## src/core/ext_mem_pkg.sv

```systemverilog
// Constants, register layouts and types for the external memory select block.
// Assumes a single processor clock domain; all offsets are data memory words.
package ext_mem_pkg;

	// Data memory map
	localparam logic [13:0] DM_REG_BASE      = 14'h3fe0; // 32 mapped control words
	localparam logic [13:0] DM_OVL_LIMIT     = 14'h1fff; // External data overlay window top
	localparam logic [13:0] PM_OVL_BASE      = 14'h2000; // External program overlay window
	localparam logic [13:0] SYS_CTRL_ADDR    = 14'h3fff;
	localparam logic [13:0] WAIT_CTRL_ADDR   = 14'h3ffe;
	localparam logic [13:0] COMP_CTRL_ADDR   = 14'h3fe6;

	// Overlay selector codes that reach external memory
	localparam logic [3:0]  OVL_EXT_LOW      = 4'h1;
	localparam logic [3:0]  OVL_EXT_HIGH     = 4'h2;

	// Address field layout
	localparam int          ADDR_W           = 14;
	localparam int          OVL_LSB_W        = 13;
	localparam int          IO_ADDR_W        = 11;
	localparam int          IO_REGION_LSB    = 9;
	localparam int          WAIT_W           = 3;

	// Wait state control register fields
	localparam int          WS_IO0_LSB       = 0;
	localparam int          WS_DATA_LSB      = 12;
	localparam int          WS_MODE_BIT      = 15;
	localparam logic [15:0] WAIT_CTRL_RESET  = 16'h7fff;
	localparam logic [15:0] WAIT_CTRL_MASK   = 16'hffff;

	// Composite control register fields (enable per select)
	localparam int          CS_PROG_BIT      = 0;
	localparam int          CS_DATA_BIT      = 1;
	localparam int          CS_BYTE_BIT      = 2;
	localparam int          CS_IO_BIT        = 3;
	localparam logic [15:0] COMP_CTRL_RESET  = 16'h000b;
	localparam logic [15:0] COMP_CTRL_MASK   = 16'h000f;

	// System control register fields
	localparam int          SC_PROG_WAIT_COUNT_LSB     = 0;
	localparam int          SC_BYTE_DIS_BIT  = 3;
	localparam int          SC_SPB_CFG_BIT   = 10;
	localparam int          SC_SPB_EN_BIT    = 11;
	localparam int          SC_SPA_EN_BIT    = 12;
	localparam logic [15:0] SYS_CTRL_RESET   = 16'h0807;
	localparam logic [15:0] SYS_CTRL_MASK    = 16'h1c0f;

	// Memory spaces the core can address
	typedef enum logic [1:0] {
		SPACE_PROG,
		SPACE_DATA,
		SPACE_IO,
		SPACE_BYTE
	} space_type;

	// One core access request
	typedef struct packed {
		space_type   space;
		logic        write;
		logic [13:0] addr;
		logic [15:0] wdata;
	} access_req_type;

	// Individual memory select levels, active high inside the block
	typedef struct packed {
		logic prog;
		logic data;
		logic byte_sel;
		logic io;
	} select_set_type;

endpackage

```

## src/core/ext_memory_select_and_wait_states.sv

```systemverilog
// External memory select, overlay addressing and wait state generation.
// Assumes the core holds a request until done_o and issues one access at a time.
// Function
// - Program overlay 1/2 drives A13 low/high, low 13 bits from 0x2000-0x3fff.
// - Data overlay 1/2 drives A13 low/high, low 13 bits from 0x0000-0x1fff.
// - Internal data accesses take one cycle; external ones add data wait states.
// - Thirty-two data words at the top are memory-mapped control registers.
// - Host mode presents only A0 externally; internal memory stays fully usable.
// - I/O space has 2048 words, drives eleven address bits only.
// - I/O wait setting chosen per 512-word region, combined with mode bit.
// - Four three-bit I/O wait fields give up to 15 waits each.
// - Composite select follows every enabled individual select, same timing.
// - Composite enables reset to 1 except the byte select enable.
// - Composite select releases like other selects during granted bus request.
// - Serial port b configure bit picks alternate pins (0) or full port (1).
// - Byte select enabled after reset; software may disable and use composite.
`timescale 1ns/1ps

module ext_memory_select_and_wait_states #(
	parameter int WAIT_CNT_W = 4
) (
	// Clock, reset, enable
	input  wire logic                          ref_clk_i,
	input  wire logic                          rst_n_i,
	input  wire logic                          ce_i,
	// Core access port
	input  wire logic                          req_i,
	input  wire ext_mem_pkg::access_req_type   req_data_i,
	input  wire logic [3:0]                    prog_overlay_select_i,
	input  wire logic [3:0]                    data_overlay_select_i,
	input  wire logic                          host_mode_i,
	output logic                               done_o,
	output logic                               internal_o,
	output logic [15:0]                        rdata_o,
	// External bus arbitration
	input  wire logic                          bus_grant_i,
	// External memory pins
	output logic [13:0]                        ext_addr_o,
	output logic                               ext_write_o,
	output logic                               prog_space_select_n,
	output logic                               data_space_select_n,
	output logic                               byte_space_select_n,
	output logic                               io_space_select_n,
	output logic                               composite_select_n,
	output logic                               select_oe_o,
	// Serial port and pin configuration
	output logic                               serial_port_a_en_o,
	output logic                               serial_port_b_en_o,
	output logic                               serial_port_b_full_o
);
	import ext_mem_pkg::*;

	// Access timing overview
	// Cycle 0: request taken on the edge with req_i high and sequencer idle
	// Internal or register access: done_o high in cycle 1, nothing on the pins
	// External access: selects low from cycle 1 through cycle W+1
	// External access: done_o high in cycle W+2, selects back high then
	// Bus grant to another master pauses the count and lifts every select
	// Grant cycles add one cycle each to the done position
	// Register writes land on the taking edge, independent of bus grant
	// Register reads are captured on the taking edge into rdata_q
	// Unknown register words read as zero and ignore writes
	//
	// Wait state counting
	// Field value N from wait control, system control or the I/O region
	// Mode bit 0: exactly N waits
	// Mode bit 1: 2N+1 waits, except N of zero which stays zero
	// Three-bit fields therefore reach fifteen waits at most
	// Byte space accesses run with no waits in this block
	//
	// Address forming
	// Overlay accesses: A13 names the page, low bits come from the core address
	// I/O accesses: eleven address bits, upper three driven low
	// Upper I/O bits are undefined outside, so zero is a safe choice
	// Host mode: only A0 leaves the block, all other address pins held low
	// Wider host addressing needs latches outside the block
	//
	// Hazards and limits
	// The core must hold req_i and req_data_i stable until done_o
	// req_i still high after done_o is taken again as a new access
	// Overlay selectors are read live, so they must not move mid-access
	// Clock enable low freezes the sequencer and all register writes
	// Selects are combinational from registers and bus_grant_i; no glitch on one strobe source
	// Only one access is in flight; no queueing of requests

	typedef enum logic [1:0] {
		ST_IDLE,
		ST_EXT,
		ST_DONE
	} state_type;

	state_type             state_q, state_d;
	logic [15:0]           wait_ctrl_q;
	logic [15:0]           comp_ctrl_q;
	logic [15:0]           sys_ctrl_q;
	logic [WAIT_CNT_W-1:0] wait_cnt_q, wait_cnt_d;
	logic [13:0]           ext_addr_q;
	logic                  ext_write_q;
	select_set_type        sel_q;
	logic                  internal_q;
	logic [15:0]           rdata_q;

	// Request classification
	wire logic prog_ovl_ext = (prog_overlay_select_i == OVL_EXT_LOW) ||
	                          (prog_overlay_select_i == OVL_EXT_HIGH);
	wire logic data_ovl_ext = (data_overlay_select_i == OVL_EXT_LOW) ||
	                          (data_overlay_select_i == OVL_EXT_HIGH);
	wire logic is_prog  = req_data_i.space == SPACE_PROG;
	wire logic is_data  = req_data_i.space == SPACE_DATA;
	wire logic is_io    = req_data_i.space == SPACE_IO;
	wire logic is_byte  = req_data_i.space == SPACE_BYTE;
	wire logic prog_ext = is_prog && prog_ovl_ext &&
	                      (req_data_i.addr >= PM_OVL_BASE);
	wire logic data_ext = is_data && data_ovl_ext &&
	                      (req_data_i.addr <= DM_OVL_LIMIT);
	wire logic reg_hit  = is_data && (req_data_i.addr >= DM_REG_BASE);
	wire logic goes_ext = prog_ext || data_ext || is_io || is_byte;

	// A13 of an overlay access tells the two external overlay pages apart
	wire logic [3:0] ovl_sel = is_prog ? prog_overlay_select_i : data_overlay_select_i;
	wire logic ovl_page_hi   = ovl_sel == OVL_EXT_HIGH;

	// External address forming; host mode only brings out A0
	wire logic [13:0] full_addr =
		is_io   ? {3'h0, req_data_i.addr[IO_ADDR_W-1:0]} :
		is_byte ? req_data_i.addr :
		          {ovl_page_hi, req_data_i.addr[OVL_LSB_W-1:0]};
	wire logic [13:0] pin_addr = host_mode_i ? {13'h0, full_addr[0]} : full_addr;

	// Wait field selection by space and I/O region
	wire logic [1:0] io_region = req_data_i.addr[IO_REGION_LSB+1:IO_REGION_LSB];
	wire logic [WAIT_W-1:0] io_wait =
		wait_ctrl_q[WS_IO0_LSB + WAIT_W*io_region +: WAIT_W];
	wire logic [WAIT_W-1:0] data_wait = wait_ctrl_q[WS_DATA_LSB +: WAIT_W];
	wire logic [WAIT_W-1:0] prog_wait = sys_ctrl_q[SC_PROG_WAIT_COUNT_LSB +: WAIT_W];
	wire logic [WAIT_W-1:0] wait_field =
		is_io   ? io_wait :
		is_data ? data_wait :
		is_prog ? prog_wait :
		          {WAIT_W{1'b0}};
	wire logic ws_mode = wait_ctrl_q[WS_MODE_BIT];

	// Zero stays zero; otherwise 2N+1 in mode 1, N in mode 0
	wire logic [WAIT_CNT_W-1:0] wait_n = WAIT_CNT_W'(wait_field);
	wire logic [WAIT_CNT_W-1:0] wait_states =
		(ws_mode && (wait_field != '0)) ? WAIT_CNT_W'({wait_n, 1'b1}) :
		                                  wait_n;

	// Register file decode
	wire logic wr_hit   = req_i && ce_i && (state_q == ST_IDLE) && reg_hit &&
	                      req_data_i.write;
	wire logic wr_wait  = wr_hit && (req_data_i.addr == WAIT_CTRL_ADDR);
	wire logic wr_comp  = wr_hit && (req_data_i.addr == COMP_CTRL_ADDR);
	wire logic wr_sys   = wr_hit && (req_data_i.addr == SYS_CTRL_ADDR);
	wire logic [15:0] reg_rdata =
		(req_data_i.addr == WAIT_CTRL_ADDR) ? wait_ctrl_q :
		(req_data_i.addr == COMP_CTRL_ADDR) ? comp_ctrl_q :
		(req_data_i.addr == SYS_CTRL_ADDR)  ? sys_ctrl_q :
		                                      16'h0000;

	// Reserved bits are masked; software should write them as zero
	always_ff @(posedge ref_clk_i) begin
		if (!rst_n_i) begin
			wait_ctrl_q <= WAIT_CTRL_RESET;
			comp_ctrl_q <= COMP_CTRL_RESET;
			sys_ctrl_q  <= SYS_CTRL_RESET;
		end else begin
			if (wr_wait)
				wait_ctrl_q <= req_data_i.wdata & WAIT_CTRL_MASK;
			if (wr_comp)
				comp_ctrl_q <= req_data_i.wdata & COMP_CTRL_MASK;
			if (wr_sys)
				sys_ctrl_q  <= req_data_i.wdata & SYS_CTRL_MASK;
		end
	end

	// Sequencer states
	// Idle: waits for a request, loads the wait count for external ones
	// External: strobe phase, counts down while the bus is ours
	// Done: one-cycle completion pulse to the core, then back to idle
	//
	// Why a separate done state
	// Gives the core one clean cycle to drop its request
	// Keeps select release and done on the same edge for every space
	// Costs one cycle per access, accepted for simpler core handshake
	//
	// Count handling
	// Count loaded on the taking edge, so cycle 1 already strobes
	// Count of zero leaves after a single strobe cycle
	// Count frozen, not reloaded, across a granted bus request
	// Counter width comes from WAIT_CNT_W; four bits cover fifteen waits
	// A narrower counter would silently wrap long wait settings
	//
	// Composite select
	// Follows each enabled individual select through the shared strobe
	// Byte disable acts on the byte pin only, never on the composite path
	// Enables reset with byte off so boot uses the byte pin alone
	// Software sets the byte enable before disabling the byte pin
	//
	// Register access ordering
	// A write followed by an access that uses the new field is safe
	// The write lands before the next request can be taken
	// Reserved bits are masked on write and always read back as zero
	//
	// Serial port configuration bits are plain register outputs
	// Pin muxing for the alternate functions lives outside this block

	// Access sequencer: internal and register accesses finish in one cycle
	always_comb begin
		state_d    = state_q;
		wait_cnt_d = wait_cnt_q;
		case (state_q)
			ST_IDLE: begin
				if (req_i) begin
					if (goes_ext) begin
						state_d    = ST_EXT;
						wait_cnt_d = wait_states;
					end else begin
						state_d    = ST_DONE;
					end
				end
			end
			ST_EXT: begin
				// Hold off while another master owns the bus
				if (!bus_grant_i) begin
					if (wait_cnt_q == '0)
						state_d = ST_DONE;
					else
						wait_cnt_d = wait_cnt_q - 1'b1;
				end
			end
			ST_DONE: state_d = ST_IDLE;
			default: state_d = ST_IDLE;
		endcase
	end

	// Selects are captured once per access and held until the sequencer returns to idle
	wire select_set_type sel_next = '{
		prog:     prog_ext,
		data:     data_ext,
		byte_sel: is_byte,
		io:       is_io
	};

	always_ff @(posedge ref_clk_i) begin
		if (!rst_n_i) begin
			state_q     <= ST_IDLE;
			wait_cnt_q  <= '0;
			sel_q       <= '0;
			ext_addr_q  <= '0;
			ext_write_q <= 1'b0;
			internal_q  <= 1'b0;
			rdata_q     <= 16'h0000;
		end else if (ce_i) begin
			state_q    <= state_d;
			wait_cnt_q <= wait_cnt_d;
			if (state_q == ST_IDLE && req_i) begin
				sel_q       <= goes_ext ? sel_next : '0;
				ext_addr_q  <= goes_ext ? pin_addr : ext_addr_q;
				ext_write_q <= goes_ext && req_data_i.write;
				internal_q  <= !goes_ext;
				rdata_q     <= reg_hit ? reg_rdata : 16'h0000;
			end else if (state_d == ST_IDLE) begin
				sel_q       <= '0;
				ext_write_q <= 1'b0;
			end
		end
	end

	// Byte select can be suppressed; the composite path still sees it
	wire logic byte_dis  = sys_ctrl_q[SC_BYTE_DIS_BIT];
	wire logic strobe_on = (state_q == ST_EXT) && !bus_grant_i;
	wire logic comp_hit  =
		(sel_q.prog     && comp_ctrl_q[CS_PROG_BIT]) ||
		(sel_q.data     && comp_ctrl_q[CS_DATA_BIT]) ||
		(sel_q.byte_sel && comp_ctrl_q[CS_BYTE_BIT]) ||
		(sel_q.io       && comp_ctrl_q[CS_IO_BIT]);

	// Pin drive: all selects share one strobe so their timing matches
	assign prog_space_select_n = !(strobe_on && sel_q.prog);
	assign data_space_select_n = !(strobe_on && sel_q.data);
	assign io_space_select_n   = !(strobe_on && sel_q.io);
	assign byte_space_select_n = !(strobe_on && sel_q.byte_sel && !byte_dis);
	assign composite_select_n  = !(strobe_on && comp_hit);
	assign select_oe_o         = !bus_grant_i;
	assign ext_addr_o          = ext_addr_q;
	assign ext_write_o         = ext_write_q && strobe_on;

	// Core side results
	assign done_o     = state_q == ST_DONE;
	assign internal_o = internal_q;
	assign rdata_o    = rdata_q;

	// Serial port pin configuration from system control
	assign serial_port_a_en_o   = sys_ctrl_q[SC_SPA_EN_BIT];
	assign serial_port_b_en_o   = sys_ctrl_q[SC_SPB_EN_BIT];
	assign serial_port_b_full_o = sys_ctrl_q[SC_SPB_CFG_BIT];

endmodule

```

## config.mk

```make
export PLATFORM = sky130hd
export DESIGN_NAME = ext_memory_select_and_wait_states
export DESIGN_NICKNAME = d
export VERILOG_FILES = /design/src/core/ext_mem_pkg.sv /design/src/core/ext_memory_select_and_wait_states.sv
export SDC_FILE = /design/constraint.sdc
export NUM_CORES = 1
export LEC_CHECK = 0
export BUFFER_PORTS_ARGS = -buffer_cell sky130_fd_sc_hd__clkbuf_2
export CELL_PAD_IN_SITES_DETAIL_PLACEMENT = 0
export CELL_PAD_IN_SITES_GLOBAL_PLACEMENT = 1
export CORE_ASPECT_RATIO = 0.7
export CORE_MARGIN = 2
export CORE_UTILIZATION = 38
export DETAILED_ROUTE_END_ITERATION = 10
export PLACE_DENSITY_LB_ADDON = 0.1
export REMOVE_ABC_BUFFERS = 1
export SYNTH_ARGS = -nofsm -noshare
export SYNTH_HDL_FRONTEND = slang
export SYNTH_SLANG_ARGS = --single-unit
```

## constraint.sdc

```tcl
create_clock -name ref_clk_i -period 2.9 [get_ports ref_clk_i]
set_clock_uncertainty 0.05 [all_clocks]
set_input_delay 0.58 -clock ref_clk_i [delete_from_list [all_inputs] [get_ports ref_clk_i]]
set_output_delay 0.58 -clock ref_clk_i [all_outputs]
set_load 0.02 [all_outputs]
```

==> reports/metrics.yaml <==
place:
  dpl.cell_count: 534
  place_area_um2: 3670
  port_buffers: 88
  gp_congestion: 0.880
  hpwl_um: 6740
finish:
  design_area_um2: 3970
  fillCellCount: 762
  drive_gt1_share_pct: 28.3
  diodes: 0
  final_common_cell: "clkbuf_2"
  final_nets: 492
  stdcell_count: 550
  final_cell_mix: "clkbuf_2, dfxtp_1, nand2_1"
  synthToLayoutAreaGrowth_pct: 28.4
clock_network:
  clock-root-buffer: "clkbuf_16"
  path_clk_slew_ns: 0.06
  ctsHoldBuffers: 0
  numCtsBuffers: 9
  cts_tree: "done"
  clock_latency_ns: 0.33
  cts-resized-gates: 0
  h-tree-depth: 3
  postCtsSetupRepairBufs: 0
  clk_path_buf_depth: 2
  cts_sinks: 69
floorplan:
  core_area_um2: 7870
  die_area_um2: 8880
  initial_core_util_pct: 39.3
  die_h_um: 79.5
  rows: 27
  die_w_um: 112
  design.portCount: 89
setup_path:
  cp_max_fo: 10
  arrival_ns: 2.53
  endpoint: "rdata_o[10]"
  r2r_start: "state_q[1]"
  crit_required_ns: 3.11
  worstSetupStartpoint: "req_data_i[26]"
  crit_chain: "clkbuf_2, nand4_1, or4_1, nor3_4, a32oi_1, a21oi_1"
  cpMaxStageDelayCell: "or4_1"
  cp-end-kind: "flip-flop"
  crit_path_max_incr_delay_ns: 0.73
  ff2ff_setup_slack_ns: 0.65
  path_class: "in2reg"
  startpoint_type: "input port"
  r2r-end: "wait_ctrl_q[10]"
  reg2regPathDepth: 8
worst_hold_path:
  worst_hold_path_type: "in2reg"
routing:
  totalWireLength_um: 9210
  drtIter0Drc: 240
  dr.pass1.iters: 5
  vias: 3012
  drt.antenna.violating_nets: 0
  via_per_inst: 5.48
  post_drt_wl_per_cell_um: 16.7
  remaining_drc_errors: 0
sta:
  setup_viol: 0
  slew_headroom_pct: 34.8
  grt_setup_unrepaired: "false"
  hold_viol: 0
  tns_ns: 0
  max_freq_mhz: 432
  final_period_minus_worst_setup_slack_ns: 2.32
  worst_pin_slew_ns: 0.974
  min_period_over_period_pct: 79.8
  finalMaxSlewViolations: 0
synth:
  synth_flop_cell: "dfxtp_1"
  synth_edf_count: 0
  netlist_instances: 352
  synth_top_area_share_pct: 44.7
  yosys-top-cells-area: "dfxtp_1, nand2_1, nand3_1, a22o_1, nor2_1"
  ys_seq_area_share_pct: 44.7
  avgSynthCellArea_um2: 8.78
  yosys_warnings: 0
  ys_ff_latch: 69
  yosysTopAreaCell: "dfxtp_1"
  yosys.cell_types.count: 51
  async_flop_share_pct: 0
  synthesis.area_um2: 3090
status:
  status: "complete, no violations"
flow_run:
  maxCapViolations: 0
grt:
  grt_max_degree: 30
  globalRouteOverflowTotal: 0
  grt_usage_pct: 21.3
  antenna_found_initial: 0
  grt_pass1_vias: 2772
  grt_pass1_wl_um: 14800
pwr:
  irDropWorstVdd_mv: 0.488
  p_leak_nw: 1.72
  power_density_nw_per_um2: 563
[kinds of logic (layout without fill, tap and decap cells)]
group / count (synthesis) / count (layout) / share of synthesized area [%]
buffers and inverters: 30 / 127 / 4.05
DFF: 69 / 69 / 44.7
muxes: 10 / 10 / 3.68
AOI/OAI and AO/OA: 81 / 81 / 20.4
and+or+nand+nor: 159 / 159 / 26.2
adders and majority gates: 1 / 1 / 0.405
xor gates and xnor gates: 2 / 2 / 0.567
[worst max-delay path, delay by kind of cell]
kind / cells / cell delay [ns]
buf+inv: 1 / 0.21
simple gates: 3 / 1.44
compound gates: 2 / 0.29
[registers in the layout (all words and copies together), names as in the netlist]
register / flops
rdata_o: 16
wait_ctrl_q: 16
ext_addr_o: 14
sys_ctrl_q: 7
comp_ctrl_q: 4
sel_q: 4
wait_cnt_q: 4
state_q: 2
ext_write_q: 1
internal_o: 1
[area by class of cell]
class                           count  area [µm²]  area share (%)
Inverter                            8        30.0           0.757
Clock buffer                       11         243            6.12
Clock inverter                      5        50.0            1.26
Sequential cell                    69        1380            34.8
Multi-Input combinational cell    253        1580            39.9
Timing Repair Buffer              103         553            13.9
Tap cell                          101         126            3.19
[how the worst min path moves through the flow]
| stage | start | end | slack (ns) | depth (start not counted) |
|---|---|---|---|---|
| after floorplan | sys_ctrl_q[3] | sys_ctrl_q[3] | 0.39 | 2 |
| after global placement | internal_o | internal_o | 0.40 | 1 |
| after detailed placement | ext_addr_o[8] | ext_addr_o[8] | 0.41 | 1 |
| after CTS | req_data_i[5] | wait_ctrl_q[5] | 0.40 | 3 |
| after global routing | req_data_i[6] | wait_ctrl_q[6] | 0.42 | 3 |
| final | req_data_i[4] | wait_ctrl_q[4] | 0.41 | 3 |
[per-stage QoR]
stage / worst slack [ns] / util, % / hold WS, ns / total power [W]
floorplan: 0.214 / - / 0.389 / 0.00107
global placement: 0.318 / 46.7 / 0.404 / 0.00117
detailed placement: 0.252 / 46.7 / 0.408 / 0.00117
CTS: 0.598 / 50.4 / 0.398 / 0.00226
global route: 0.446 / 50.4 / 0.421 / 0.00231
finish: 0.584 / 50.4 / 0.410 / 0.00224
[Yosys cell counts, types with 2 or more instances]
library cell / count
a222oi_1: 4
nor3_1: 4
a311o_1: 2
a2bb2oi_1: 5
nand2b_1: 3
o311a_1: 3
mux2i_1: 8
nor3b_1: 6
nor2_1: 27
nand4bb_1: 2
and3_1: 2
and2_1: 3
a22o_1: 13
a22oi_1: 13
dfxtp_1: 69
o31a_1: 2
nand2_1: 57
clkbuf_1: 16
nand3_1: 31
o21ai_0: 9
nor4_1: 4
nand4_1: 3
inv_1: 8
nor3_4: 2
a211oi_1: 4
nand3b_1: 4
a21oi_1: 11
buf_2: 4
buf_4: 2
a32o_1: 2
nor2b_1: 4
o32ai_1: 3
a32oi_1: 4
[metal layers]
layer  vias up  share of wire, %  global-route usage (%)
li1       1492                 -                       -
met1      1392                51                    31.6
met2       117                40                    30.1
met3        11               7.2                    5.47
met4         0               1.4                    6.79
met5         -                 0                       0
[report_power, final]
group	switching, W	leakage, nW	internal (W)	total, W
Sequential	0.00000883	0.558	0.000959	0.000968
Combinational	0.000114	1.01	0.0000730	0.000187
Clock	0.000398	0.149	0.000683	0.00108
Note: power is estimated with default switching activity, not from simulation.
